==> src/sgp_pkg.sv <==
// shared constants of the pin / pwm / limit configuration register set
package sgp_pkg;
	localparam int CLK_HZ = 100_000_000;
	localparam int CLK_MHZ = CLK_HZ / 1_000_000;
	// register addresses (7-bit command address)
	localparam logic [6:0] ADDR_PIN_FUNC = 7'h17;
	localparam logic [6:0] ADDR_DUTY = 7'h18;
	localparam logic [6:0] ADDR_RATE = 7'h1C;
	localparam logic [6:0] ADDR_THERM = 7'h1D;
	localparam logic [6:0] ADDR_RET_LO = 7'h1E;
	localparam logic [6:0] ADDR_RET_HI = 7'h1F;
	// field positions
	localparam int FUNC_MSB = 2;
	localparam int RATE_MSB = 1;
	localparam int THR_BIT = 2;
	localparam int LIM_MSB = 1;
	// power-on values
	localparam logic [2:0] FUNC_POR = 3'h0;
	localparam logic [7:0] DUTY_POR = 8'h00;
	localparam logic [1:0] RATE_POR = 2'h0;
	localparam logic [2:0] THERM_POR = 3'h1;
	localparam logic [7:0] RET_POR = 8'h00;
	// pin function codes
	localparam logic [2:0] FUNC_FAIL_MAX = 3'h2;
	localparam logic [2:0] FUNC_CYCLIC = 3'h3;
	localparam logic [2:0] FUNC_OFF = 3'h4;
	localparam logic [2:0] FUNC_WAKE = 3'h5;
	localparam logic [2:0] FUNC_PWM_LS = 3'h6;
	localparam logic [2:0] FUNC_PWM_HS = 3'h7;
	// pwm
	localparam logic [7:0] DUTY_FULL = 8'hFF;
	localparam logic [7:0] DUTY_OFF = 8'h00;
	localparam logic [7:0] SLOT_LAST = 8'hFE;
	localparam int SLOTS = 255;
	localparam int RATE_HZ_0 = 100;
	localparam int RATE_HZ_1 = 200;
	localparam int RATE_HZ_2 = 325;
	localparam int RATE_HZ_3 = 400;
	// wake input static filter, least time so rounded up
	localparam int WAKE_FILTER_NS = 16000;
	localparam int WAKE_FILTER_CYC = (WAKE_FILTER_NS * CLK_MHZ + 999) / 1000;
	// serial command
	localparam logic [4:0] CMD_BITS = 5'h10;
	localparam logic [4:0] ADDR_DONE = 5'h08;

	// clock cycles per pwm slot, a longest time so rounded down
	function automatic logic [11:0] slot_cycles(input logic [1:0] rate);
		int hz;
		case (rate)
			2'h0: hz = RATE_HZ_0;
			2'h1: hz = RATE_HZ_1;
			2'h2: hz = RATE_HZ_2;
			default: hz = RATE_HZ_3;
		endcase
		return 12'(CLK_HZ / (hz * SLOTS));
	endfunction
endpackage

==> src/sgp_spi_port.sv <==
// serial command port: samples the link pins and frames 16-bit commands
`timescale 1ns/1ns
module sgp_spi_port (
	input wire logic clock, // system clock
	input wire logic rst, // synchronous reset, active high
	input wire logic chip_select_n, // link select, active low
	input wire logic spi_clk, // link clock
	input wire logic spi_mosi, // command data in
	input wire logic [7:0] rd_data, // read value of rd_addr
	output logic [6:0] rd_addr, // address of current command
	output logic wr_pulse, // one-cycle write commit
	output logic [6:0] wr_addr, // write address
	output logic [7:0] wr_data, // write data
	output logic cs_rise, // one-cycle pulse at end of frame
	output logic spi_miso, // reply data
	output logic spi_miso_oe // reply drive enable
);
	logic [2:0] sclk_sy_ff, cs_sy_ff;
	logic [1:0] mosi_sy_ff;
	logic [15:0] rx_ff;
	logic [4:0] cnt_ff;
	logic [6:0] addr_ff;
	logic [7:0] wdat_ff, tx_ff;
	logic wr_ff, cs_rise_ff, miso_ff, oe_ff;
	logic [6:0] waddr_ff;
	logic sclk_rise, sclk_fall, cs_active;

	always_ff @(posedge clock) begin
		if (rst) begin
			sclk_sy_ff <= 3'h0;
			cs_sy_ff <= 3'h7;
			mosi_sy_ff <= 2'h0;
		end else begin
			sclk_sy_ff <= {sclk_sy_ff[1:0], spi_clk};
			cs_sy_ff <= {cs_sy_ff[1:0], chip_select_n};
			mosi_sy_ff <= {mosi_sy_ff[0], spi_mosi};
		end
	end

	// edges are taken between second and third stage only
	assign sclk_rise = sclk_sy_ff[1] & ~sclk_sy_ff[2];
	assign sclk_fall = ~sclk_sy_ff[1] & sclk_sy_ff[2];
	assign cs_active = ~cs_sy_ff[1];

	// lsb first: address bits 0..6, access bit 7, then data byte
	always_ff @(posedge clock) begin
		if (rst || !cs_active) begin
			rx_ff <= 16'h0000;
			cnt_ff <= 5'h00;
		end else if (sclk_rise && cnt_ff != 5'h1F) begin
			rx_ff <= {mosi_sy_ff[1], rx_ff[15:1]};
			cnt_ff <= cnt_ff + 5'h01;
		end
	end

	always_ff @(posedge clock) begin
		if (rst) begin
			addr_ff <= 7'h00;
		end else if (cs_active && cnt_ff == sgp_pkg::ADDR_DONE) begin
			addr_ff <= rx_ff[14:8];
		end
	end

	// reply: zero byte first, then the addressed register
	always_ff @(posedge clock) begin
		if (rst || !cs_active) begin
			tx_ff <= 8'h00;
			miso_ff <= 1'b0;
		end else if (sclk_fall && cnt_ff == sgp_pkg::ADDR_DONE) begin
			tx_ff <= {1'b0, rd_data[7:1]};
			miso_ff <= rd_data[0];
		end else if (sclk_fall && cnt_ff > sgp_pkg::ADDR_DONE) begin
			tx_ff <= {1'b0, tx_ff[7:1]};
			miso_ff <= tx_ff[0];
		end
	end

	// writes commit at the select rise, only for an exact 16-bit frame
	always_ff @(posedge clock) begin
		if (rst) begin
			wr_ff <= 1'b0;
			cs_rise_ff <= 1'b0;
			waddr_ff <= 7'h00;
			wdat_ff <= 8'h00;
			oe_ff <= 1'b0;
		end else begin
			cs_rise_ff <= cs_sy_ff[1] & ~cs_sy_ff[2];
			wr_ff <= cs_sy_ff[1] & ~cs_sy_ff[2]
				& (cnt_ff == sgp_pkg::CMD_BITS) & rx_ff[7];
			waddr_ff <= rx_ff[6:0];
			wdat_ff <= rx_ff[15:8];
			oe_ff <= cs_active;
		end
	end

	assign rd_addr = addr_ff;
	assign wr_pulse = wr_ff;
	assign wr_addr = waddr_ff;
	assign wr_data = wdat_ff;
	assign cs_rise = cs_rise_ff;
	assign spi_miso = miso_ff;
	assign spi_miso_oe = oe_ff;
endmodule // sgp_spi_port

==> src/sgp_pwm_gen.sv <==
// pwm generator: 255 slots a period, settings taken at period end
`timescale 1ns/1ns
module sgp_pwm_gen (
	input wire logic clock, // system clock
	input wire logic rst, // synchronous reset, active high
	input wire logic [7:0] duty_value, // written duty
	input wire logic [1:0] rate_code, // written rate
	output logic pwm_on // switch on request
);
	logic [7:0] duty_act_ff;
	logic [1:0] rate_act_ff;
	logic [11:0] tick_ff;
	logic [7:0] slot_ff;
	logic on_ff, slot_end, period_end;

	assign slot_end = tick_ff >= sgp_pkg::slot_cycles(rate_act_ff) - 12'h001;
	assign period_end = slot_end && slot_ff == sgp_pkg::SLOT_LAST;

	always_ff @(posedge clock) begin
		if (rst) begin
			tick_ff <= 12'h000;
			slot_ff <= 8'h00;
		end else if (slot_end) begin
			tick_ff <= 12'h000;
			slot_ff <= period_end ? 8'h00 : slot_ff + 8'h01;
		end else begin
			tick_ff <= tick_ff + 12'h001;
		end
	end

	// new settings wait for the running period to finish
	always_ff @(posedge clock) begin
		if (rst) begin
			duty_act_ff <= sgp_pkg::DUTY_POR;
			rate_act_ff <= sgp_pkg::RATE_POR;
		end else if (period_end) begin
			duty_act_ff <= duty_value;
			rate_act_ff <= rate_code;
		end
	end

	always_ff @(posedge clock) begin
		if (rst) begin
			on_ff <= 1'b0;
		end else begin
			on_ff <= (duty_act_ff == sgp_pkg::DUTY_FULL) ||
				(slot_ff < duty_act_ff);
		end
	end

	assign pwm_on = on_ff;
endmodule // sgp_pwm_gen

==> src/sgp_config_regs.sv <==
// pin function, pwm, thermal / current limit and host retention registers
`timescale 1ns/1ns
module sgp_config_regs (
	input wire logic clock, // system clock, 100 MHz
	input wire logic rst, // power-on reset, synchronous, active high
	input wire logic chip_select_n, // link select, active low
	input wire logic spi_clk, // link clock
	input wire logic spi_mosi, // link data in
	output logic spi_miso, // link data out
	output logic spi_miso_oe, // link data out drive enable
	input wire logic restart, // restart pulse from mode control
	input wire logic soft_reset, // soft reset pulse from mode control
	input wire logic normal_mode, // device in normal mode
	input wire logic fail_safe_mode, // device in fail-safe mode
	input wire logic cfg_lock0, // level-0 lock bit of the neighbour reg
	input wire logic cfg_lock1_bit, // level-1 lock bit as written
	input wire logic gpio_pin_in, // raw level of the pin
	output logic [2:0] pin_function, // active pin function code
	output logic fail_output_sel, // pin works as fail output
	output logic cyclic_hs_en, // high-side under cyclic sense timer
	output logic pin_off, // pin switched off
	output logic wake_input_en, // pin works as wake input
	output logic wake_default_src, // wake source while in fail-safe
	output logic wake_event, // filtered wake edge, one cycle
	output logic pwm_ls_on, // low-side switch on
	output logic pwm_hs_on, // high-side switch on
	output logic shutdown_threshold_sel, // 1 selects higher threshold
	output logic [1:0] main_supply_limit_adjust, // current limit step
	output logic lock1_active // level-1 lock engaged
);
	logic [2:0] func_ff, therm_ff;
	logic [7:0] duty_ff, ret_lo_ff, ret_hi_ff, rd_data;
	logic [1:0] rate_ff;
	logic lock1_ff;
	logic [6:0] rd_addr, wr_addr;
	logic [7:0] wr_data;
	logic wr_pulse, cs_rise, pwm_on;
	logic fo_ff, cyc_ff, off_ff, wake_en_ff, wake_src_ff;
	logic ls_ff, hs_ff, thr_ff;
	logic [1:0] lim_ff;
	logic [1:0] pin_sy_ff;
	logic pin_stable_ff, wake_evt_ff;
	logic [11:0] filt_ff;

	function automatic logic wr_hit(input logic [6:0] a);
		return wr_pulse && wr_addr == a;
	endfunction

	sgp_spi_port u_spi (
		.clock(clock),
		.rst(rst),
		.chip_select_n(chip_select_n),
		.spi_clk(spi_clk),
		.spi_mosi(spi_mosi),
		.rd_data(rd_data),
		.rd_addr(rd_addr),
		.wr_pulse(wr_pulse),
		.wr_addr(wr_addr),
		.wr_data(wr_data),
		.cs_rise(cs_rise),
		.spi_miso(spi_miso),
		.spi_miso_oe(spi_miso_oe)
	);

	sgp_pwm_gen u_pwm (
		.clock(clock),
		.rst(rst),
		.duty_value(duty_ff),
		.rate_code(rate_ff),
		.pwm_on(pwm_on)
	);

	// read mux; unmapped addresses read zero
	always_comb begin
		if (rd_addr == sgp_pkg::ADDR_PIN_FUNC) begin
			rd_data = {5'h00, func_ff};
		end else if (rd_addr == sgp_pkg::ADDR_DUTY) begin
			rd_data = duty_ff;
		end else if (rd_addr == sgp_pkg::ADDR_RATE) begin
			rd_data = {6'h00, rate_ff};
		end else if (rd_addr == sgp_pkg::ADDR_THERM) begin
			rd_data = {5'h00, therm_ff};
		end else if (rd_addr == sgp_pkg::ADDR_RET_LO) begin
			rd_data = ret_lo_ff;
		end else if (rd_addr == sgp_pkg::ADDR_RET_HI) begin
			rd_data = ret_hi_ff;
		end else begin
			rd_data = 8'h00;
		end
	end

	// restart keeps the function in force, which is its restart value
	always_ff @(posedge clock) begin
		if (rst) begin
			func_ff <= sgp_pkg::FUNC_POR;
		end else if (soft_reset) begin
			if (!cfg_lock0) begin
				func_ff <= sgp_pkg::FUNC_POR;
			end
		end else if (restart) begin
			func_ff <= func_ff;
		end else if (wr_hit(sgp_pkg::ADDR_PIN_FUNC) && !cfg_lock0) begin
			func_ff <= wr_data[sgp_pkg::FUNC_MSB:0];
		end
	end

	always_ff @(posedge clock) begin
		if (rst || soft_reset) begin
			duty_ff <= sgp_pkg::DUTY_POR;
		end else if (wr_hit(sgp_pkg::ADDR_DUTY)) begin
			duty_ff <= wr_data;
		end
	end

	always_ff @(posedge clock) begin
		if (rst || soft_reset) begin
			rate_ff <= sgp_pkg::RATE_POR;
		end else if (restart) begin
			rate_ff <= {1'b0, rate_ff[0]};
		end else if (wr_hit(sgp_pkg::ADDR_RATE)) begin
			rate_ff <= wr_data[sgp_pkg::RATE_MSB:0];
		end
	end

	// engages on the first select rise seen while cfg_lock1_bit is already high, whichever frame it ends
	always_ff @(posedge clock) begin
		if (rst) begin
			lock1_ff <= 1'b0;
		end else if (cs_rise && cfg_lock1_bit) begin
			lock1_ff <= 1'b1;
		end
	end

	always_ff @(posedge clock) begin
		if (rst) begin
			therm_ff <= sgp_pkg::THERM_POR;
		end else if (soft_reset) begin
			if (!lock1_ff) begin
				therm_ff <= sgp_pkg::THERM_POR;
			end
		end else if (wr_hit(sgp_pkg::ADDR_THERM) && !lock1_ff && !restart) begin
			therm_ff <= wr_data[sgp_pkg::THR_BIT:0];
		end
	end

	// host-only storage, untouched by soft reset, restart or fail-safe
	always_ff @(posedge clock) begin
		if (rst) begin
			ret_lo_ff <= sgp_pkg::RET_POR;
			ret_hi_ff <= sgp_pkg::RET_POR;
		end else if (normal_mode) begin
			if (wr_hit(sgp_pkg::ADDR_RET_LO)) begin
				ret_lo_ff <= wr_data;
			end
			if (wr_hit(sgp_pkg::ADDR_RET_HI)) begin
				ret_hi_ff <= wr_data;
			end
		end
	end

	// function decode, registered so every output is a flip-flop
	always_ff @(posedge clock) begin
		if (rst) begin
			fo_ff <= 1'b1;
			cyc_ff <= 1'b0;
			off_ff <= 1'b0;
			wake_en_ff <= 1'b0;
			wake_src_ff <= 1'b0;
			ls_ff <= 1'b0;
			hs_ff <= 1'b0;
		end else begin
			fo_ff <= func_ff <= sgp_pkg::FUNC_FAIL_MAX;
			cyc_ff <= func_ff == sgp_pkg::FUNC_CYCLIC;
			off_ff <= func_ff == sgp_pkg::FUNC_OFF;
			wake_en_ff <= func_ff == sgp_pkg::FUNC_WAKE;
			wake_src_ff <= func_ff == sgp_pkg::FUNC_WAKE
				&& fail_safe_mode;
			ls_ff <= func_ff == sgp_pkg::FUNC_PWM_LS && pwm_on;
			hs_ff <= func_ff == sgp_pkg::FUNC_PWM_HS && pwm_on;
		end
	end

	always_ff @(posedge clock) begin
		if (rst) begin
			thr_ff <= 1'b0;
			lim_ff <= 2'h1;
		end else begin
			thr_ff <= therm_ff[sgp_pkg::THR_BIT];
			lim_ff <= therm_ff[sgp_pkg::LIM_MSB:0];
		end
	end

	always_ff @(posedge clock) begin
		if (rst) begin
			pin_sy_ff <= 2'h0;
		end else begin
			pin_sy_ff <= {pin_sy_ff[0], gpio_pin_in};
		end
	end

	// static filter: a new level counts only after holding the full time
	always_ff @(posedge clock) begin
		if (rst) begin
			filt_ff <= 12'h000;
			pin_stable_ff <= 1'b0;
			wake_evt_ff <= 1'b0;
		end else if (pin_sy_ff[1] == pin_stable_ff) begin
			filt_ff <= 12'h000;
			wake_evt_ff <= 1'b0;
		end else if (filt_ff == 12'(sgp_pkg::WAKE_FILTER_CYC - 1)) begin
			filt_ff <= 12'h000;
			pin_stable_ff <= pin_sy_ff[1];
			wake_evt_ff <= wake_en_ff;
		end else begin
			filt_ff <= filt_ff + 12'h001;
			wake_evt_ff <= 1'b0;
		end
	end

	assign pin_function = func_ff;
	assign fail_output_sel = fo_ff;
	assign cyclic_hs_en = cyc_ff;
	assign pin_off = off_ff;
	assign wake_input_en = wake_en_ff;
	assign wake_default_src = wake_src_ff;
	assign wake_event = wake_evt_ff;
	assign pwm_ls_on = ls_ff;
	assign pwm_hs_on = hs_ff;
	assign shutdown_threshold_sel = thr_ff;
	assign main_supply_limit_adjust = lim_ff;
	assign lock1_active = lock1_ff;
endmodule // sgp_config_regs

==> config.mk <==
export PLATFORM = sky130hd
export DESIGN_NAME = sgp_config_regs
export DESIGN_NICKNAME = d
export VERILOG_FILES = /design/src/sgp_pkg.sv /design/src/sgp_spi_port.sv /design/src/sgp_pwm_gen.sv /design/src/sgp_config_regs.sv
export SDC_FILE = /design/constraint.sdc
export NUM_CORES = 1
export LEC_CHECK = 0
export BUFFER_PORTS_ARGS = -buffer_cell sky130_fd_sc_hd__buf_2
export CAP_MARGIN = 40
export CORE_MARGIN = 5
export CORE_UTILIZATION = 38
export CTS_CLUSTER_DIAMETER = 80
export DETAILED_ROUTE_END_ITERATION = 16
export PLACE_DENSITY = 0.6
export SYNTH_ARGS = -nofsm -noshare
export SYNTH_HDL_FRONTEND = slang
export SYNTH_SLANG_ARGS = --single-unit
==> constraint.sdc <==
create_clock -name clock -period 2.76 [get_ports clock]
set_clock_uncertainty 0.1 [all_clocks]
set_input_delay 0.138 -clock clock [delete_from_list [all_inputs] [get_ports clock]]
set_output_delay 0.138 -clock clock [all_outputs]
set_load 0.01 [all_outputs]
==> flow_metrics.env <==
export IMPL_die_w_um=140
export IMPL_synth_cell_types=65
export IMPL_hold_class="in2reg"
export IMPL_worstPathArrival_ns=2.86
export IMPL_seq_area_frac_synth_pct=47.4
export IMPL_detail_route_wl_per_cell_um=14.6
export IMPL_synth_seq_cells=152
export IMPL_irDropWorstVdd_mv=0.463
export IMPL_multi_input_area_um2=3190
export IMPL_routed_wirelength_um=14000
export IMPL_slew_headroom_pct=53.3
export IMPL_setup_slack_ns=0.149
export IMPL_status="complete, no violations"
export IMPL_worst_ep_required_time_ns=3.00
export IMPL_cts_sinks=152
export IMPL_grt_usage_pct=14.8
export IMPL_finalPower_mw=4.67
export IMPL_first_iter_violations=236
export IMPL_p_per_area_nw_per_um2=622
export IMPL_max_freq_mhz=383
export IMPL_drc_errors=0
export IMPL_hold_slack_ns=0.0309
export IMPL_seq_area_um2=3040
export IMPL_hold_viol_final=0
export IMPL_fin_crit_ns=2.61
export IMPL_fp_dieH_um=140
export IMPL_setup_violations=0
export IMPL_syn_area_per_cell_um2=9.26
export IMPL_numCtsBuffers=17
export IMPL_max_cap_violations=0
export IMPL_cts_root_buf="clkbuf_16"
export IMPL_core_um2=16600
export IMPL_yosysWarnings=0
export IMPL_synthToLayoutAreaGrowth_pct=17.1
export IMPL_grt_max_degree=43
export IMPL_clockBufferDepth=2
export IMPL_synth_cells=693
export IMPL_final_cell_mix="151 x dfxtp_1, 75 x nand2_1, 71 x nor2_1"
export IMPL_layout_commonest_cell="dfxtp_1"
export IMPL_antenna_found_initial=0
export IMPL_start_kind="flip-flop"
export IMPL_final_area_um2=7510
export IMPL_crit_path_max_fanout=9
export IMPL_dp_final_hpwl_um=9840
export IMPL_critPathCaptureType="flip-flop"
export IMPL_fp_row_count=47
export IMPL_htreeDepth=4
export IMPL_final_core_util_pct=45.3
export IMPL_netlist_area_um2=6420
export IMPL_syn_nets=738
export IMPL_dr_pass1_iters=4
export IMPL_synth_top_area_share_pct=47.4
export IMPL_diodes=0
export IMPL_gp_congestion=0.828
export IMPL_setup_tns_ns=0
export IMPL_dp_slack_ns=0.128
export IMPL_grt_pass1_wl_um=23800
export IMPL_dr_total_vias=4959
export IMPL_cts_tree="built"
export IMPL_final_cell_count_no_fill=963
export IMPL_io_buffers=28
export IMPL_finalMaxSlewViolations=0
export IMPL_rsz0062_at_grt="true"
export IMPL_start_util_pct=38.7
export IMPL_async_reset_ff_share_pct=0
export IMPL_synth_edff_count=0
export IMPL_final_nets=775
export IMPL_tightest_slew_ns=0.693
export IMPL_grt_pass1_vias=4847
export IMPL_synth_main_ff_cell="dfxtp_1"
export IMPL_layout_drive_gt1_share_pct=12.2
export IMPL_yosys_area_top_type="dfxtp_1"
export IMPL_clkLatencyLatePin_ns=0.43
export IMPL_fin_crit_sh_pct=94.6
export IMPL_viasPerCell=5.15
export IMPL_overflow=0
export IMPL_placed_cells=920
export IMPL_ant_nets=0
export IMPL_path_class="reg2reg"
export IMPL_p_leak_nw=2.79
export IMPL_dieArea_um2=19600
export IMPL_place_area_um2=6780
export IMPL_fillers=1626
export IMPL_synth_area_leaders="dfxtp_1 47%, ha_1 6.4%, nand2_1 4.4%"
export IMPL_top_level_ports=29
export IMPL_clk_pin_slew_ns=0.06
## state kept, by name, summed over array words and instances (netlist names), 8 cells and up
register and count:
u_pwm.duty_act_ff 8, ret_hi_ff 8, u_spi.rx_ff 16, duty_ff 8, ret_lo_ff 8, u_pwm.slot_ff 8
u_spi.wr_data 8, filt_ff 12, u_pwm.tick_ff 12
## Yosys cell counts (all sizes together) (14+ instances only)
cell / count
a21oi: 51
clkbuf: 18
dfxtp: 152
ha: 33
inv: 26
mux2i: 27
nand2: 75
nand3: 22
nand4: 19
nor2: 71
nor2b: 25
o21ai: 31
xor2: 14
## metal layers
layer  GRT usage (%)  vias up  wire length [um]
li1                -     2512                 -
met2            24.4       73              6920
met1            18.9     2355              6400
met5               0        -                 0
met4            4.90        0               215
met3            4.06       19               474
## path summary, 6_finish.rpt
kind / start / end / slack [ns] / depth (start not counted)
setup / recovery: u_pwm.rate_act_ff[1] / u_pwm.slot_ff[4] / 0.15 / 8
hold / removal: rst / pin_stable_ff / 0.03 / 2
hold reg to reg: u_spi.cs_sy_ff[0] / u_spi.cs_sy_ff[1] / 0.31 / 1
setup reg to reg: u_pwm.rate_act_ff[1] / u_pwm.slot_ff[4] / 0.15 / 8
## cell families (layout without fill, tap and decap cells)
family / Yosys count / count (layout) / synth area share, %
AOI/OAI and AO/OA: 130 / 130 / 12.8
xor gates and xnor gates: 25 / 25 / 3.41
adders and majority gates: 33 / 33 / 6.43
buffers and inverters: 55 / 105 / 3.39
DFF: 152 / 152 / 47.4
muxes: 30 / 30 / 5.09
and+or+nand+nor: 268 / 268 / 21.4
## layout make-up
class / count / area share (%)
well taps: 220 / 3.66
clock inverters: 13 / 2.13
repair buffers: 47 / 4.10
multi-input cells: 486 / 42.4
flip-flops and latches: 152 / 40.5
clock buffers: 19 / 5.90
inverters: 26 / 1.30
## what timing repair did
| action | CTS | global route |
|---|---|---|
| hold buffers | 10 | 0 |
| setup endpoints to repair | 0 | 29 |
| setup buffers | 0 | 1 |
| endpoints found under the hold margin | 12 | 0 |
| gates resized for setup | 0 | 4 |
## critical path, cell delays in order, from the launching register on
cell and delay, ns:
dfxtp_1 0.39, inv_1 0.12, ha_1 0.32, inv_1 0.06, ha_1 0.32, nand4_2 0.15
o31a_4 0.42, or4_1 0.52, a21oi_1 0.14
## where the power goes
| part | internal [mW] | total, mW | switching, mW |
|---|---|---|---|
| Combinational | 0.0354 | 0.0954 | 0.0600 |
| Clock | 1.39 | 2.37 | 0.978 |
| Sequential | 2.20 | 2.21 | 0.00883 |
| Total | 3.63 | 4.67 | 1.05 |
No activity file was read; power rests on OpenSTA's default activity.
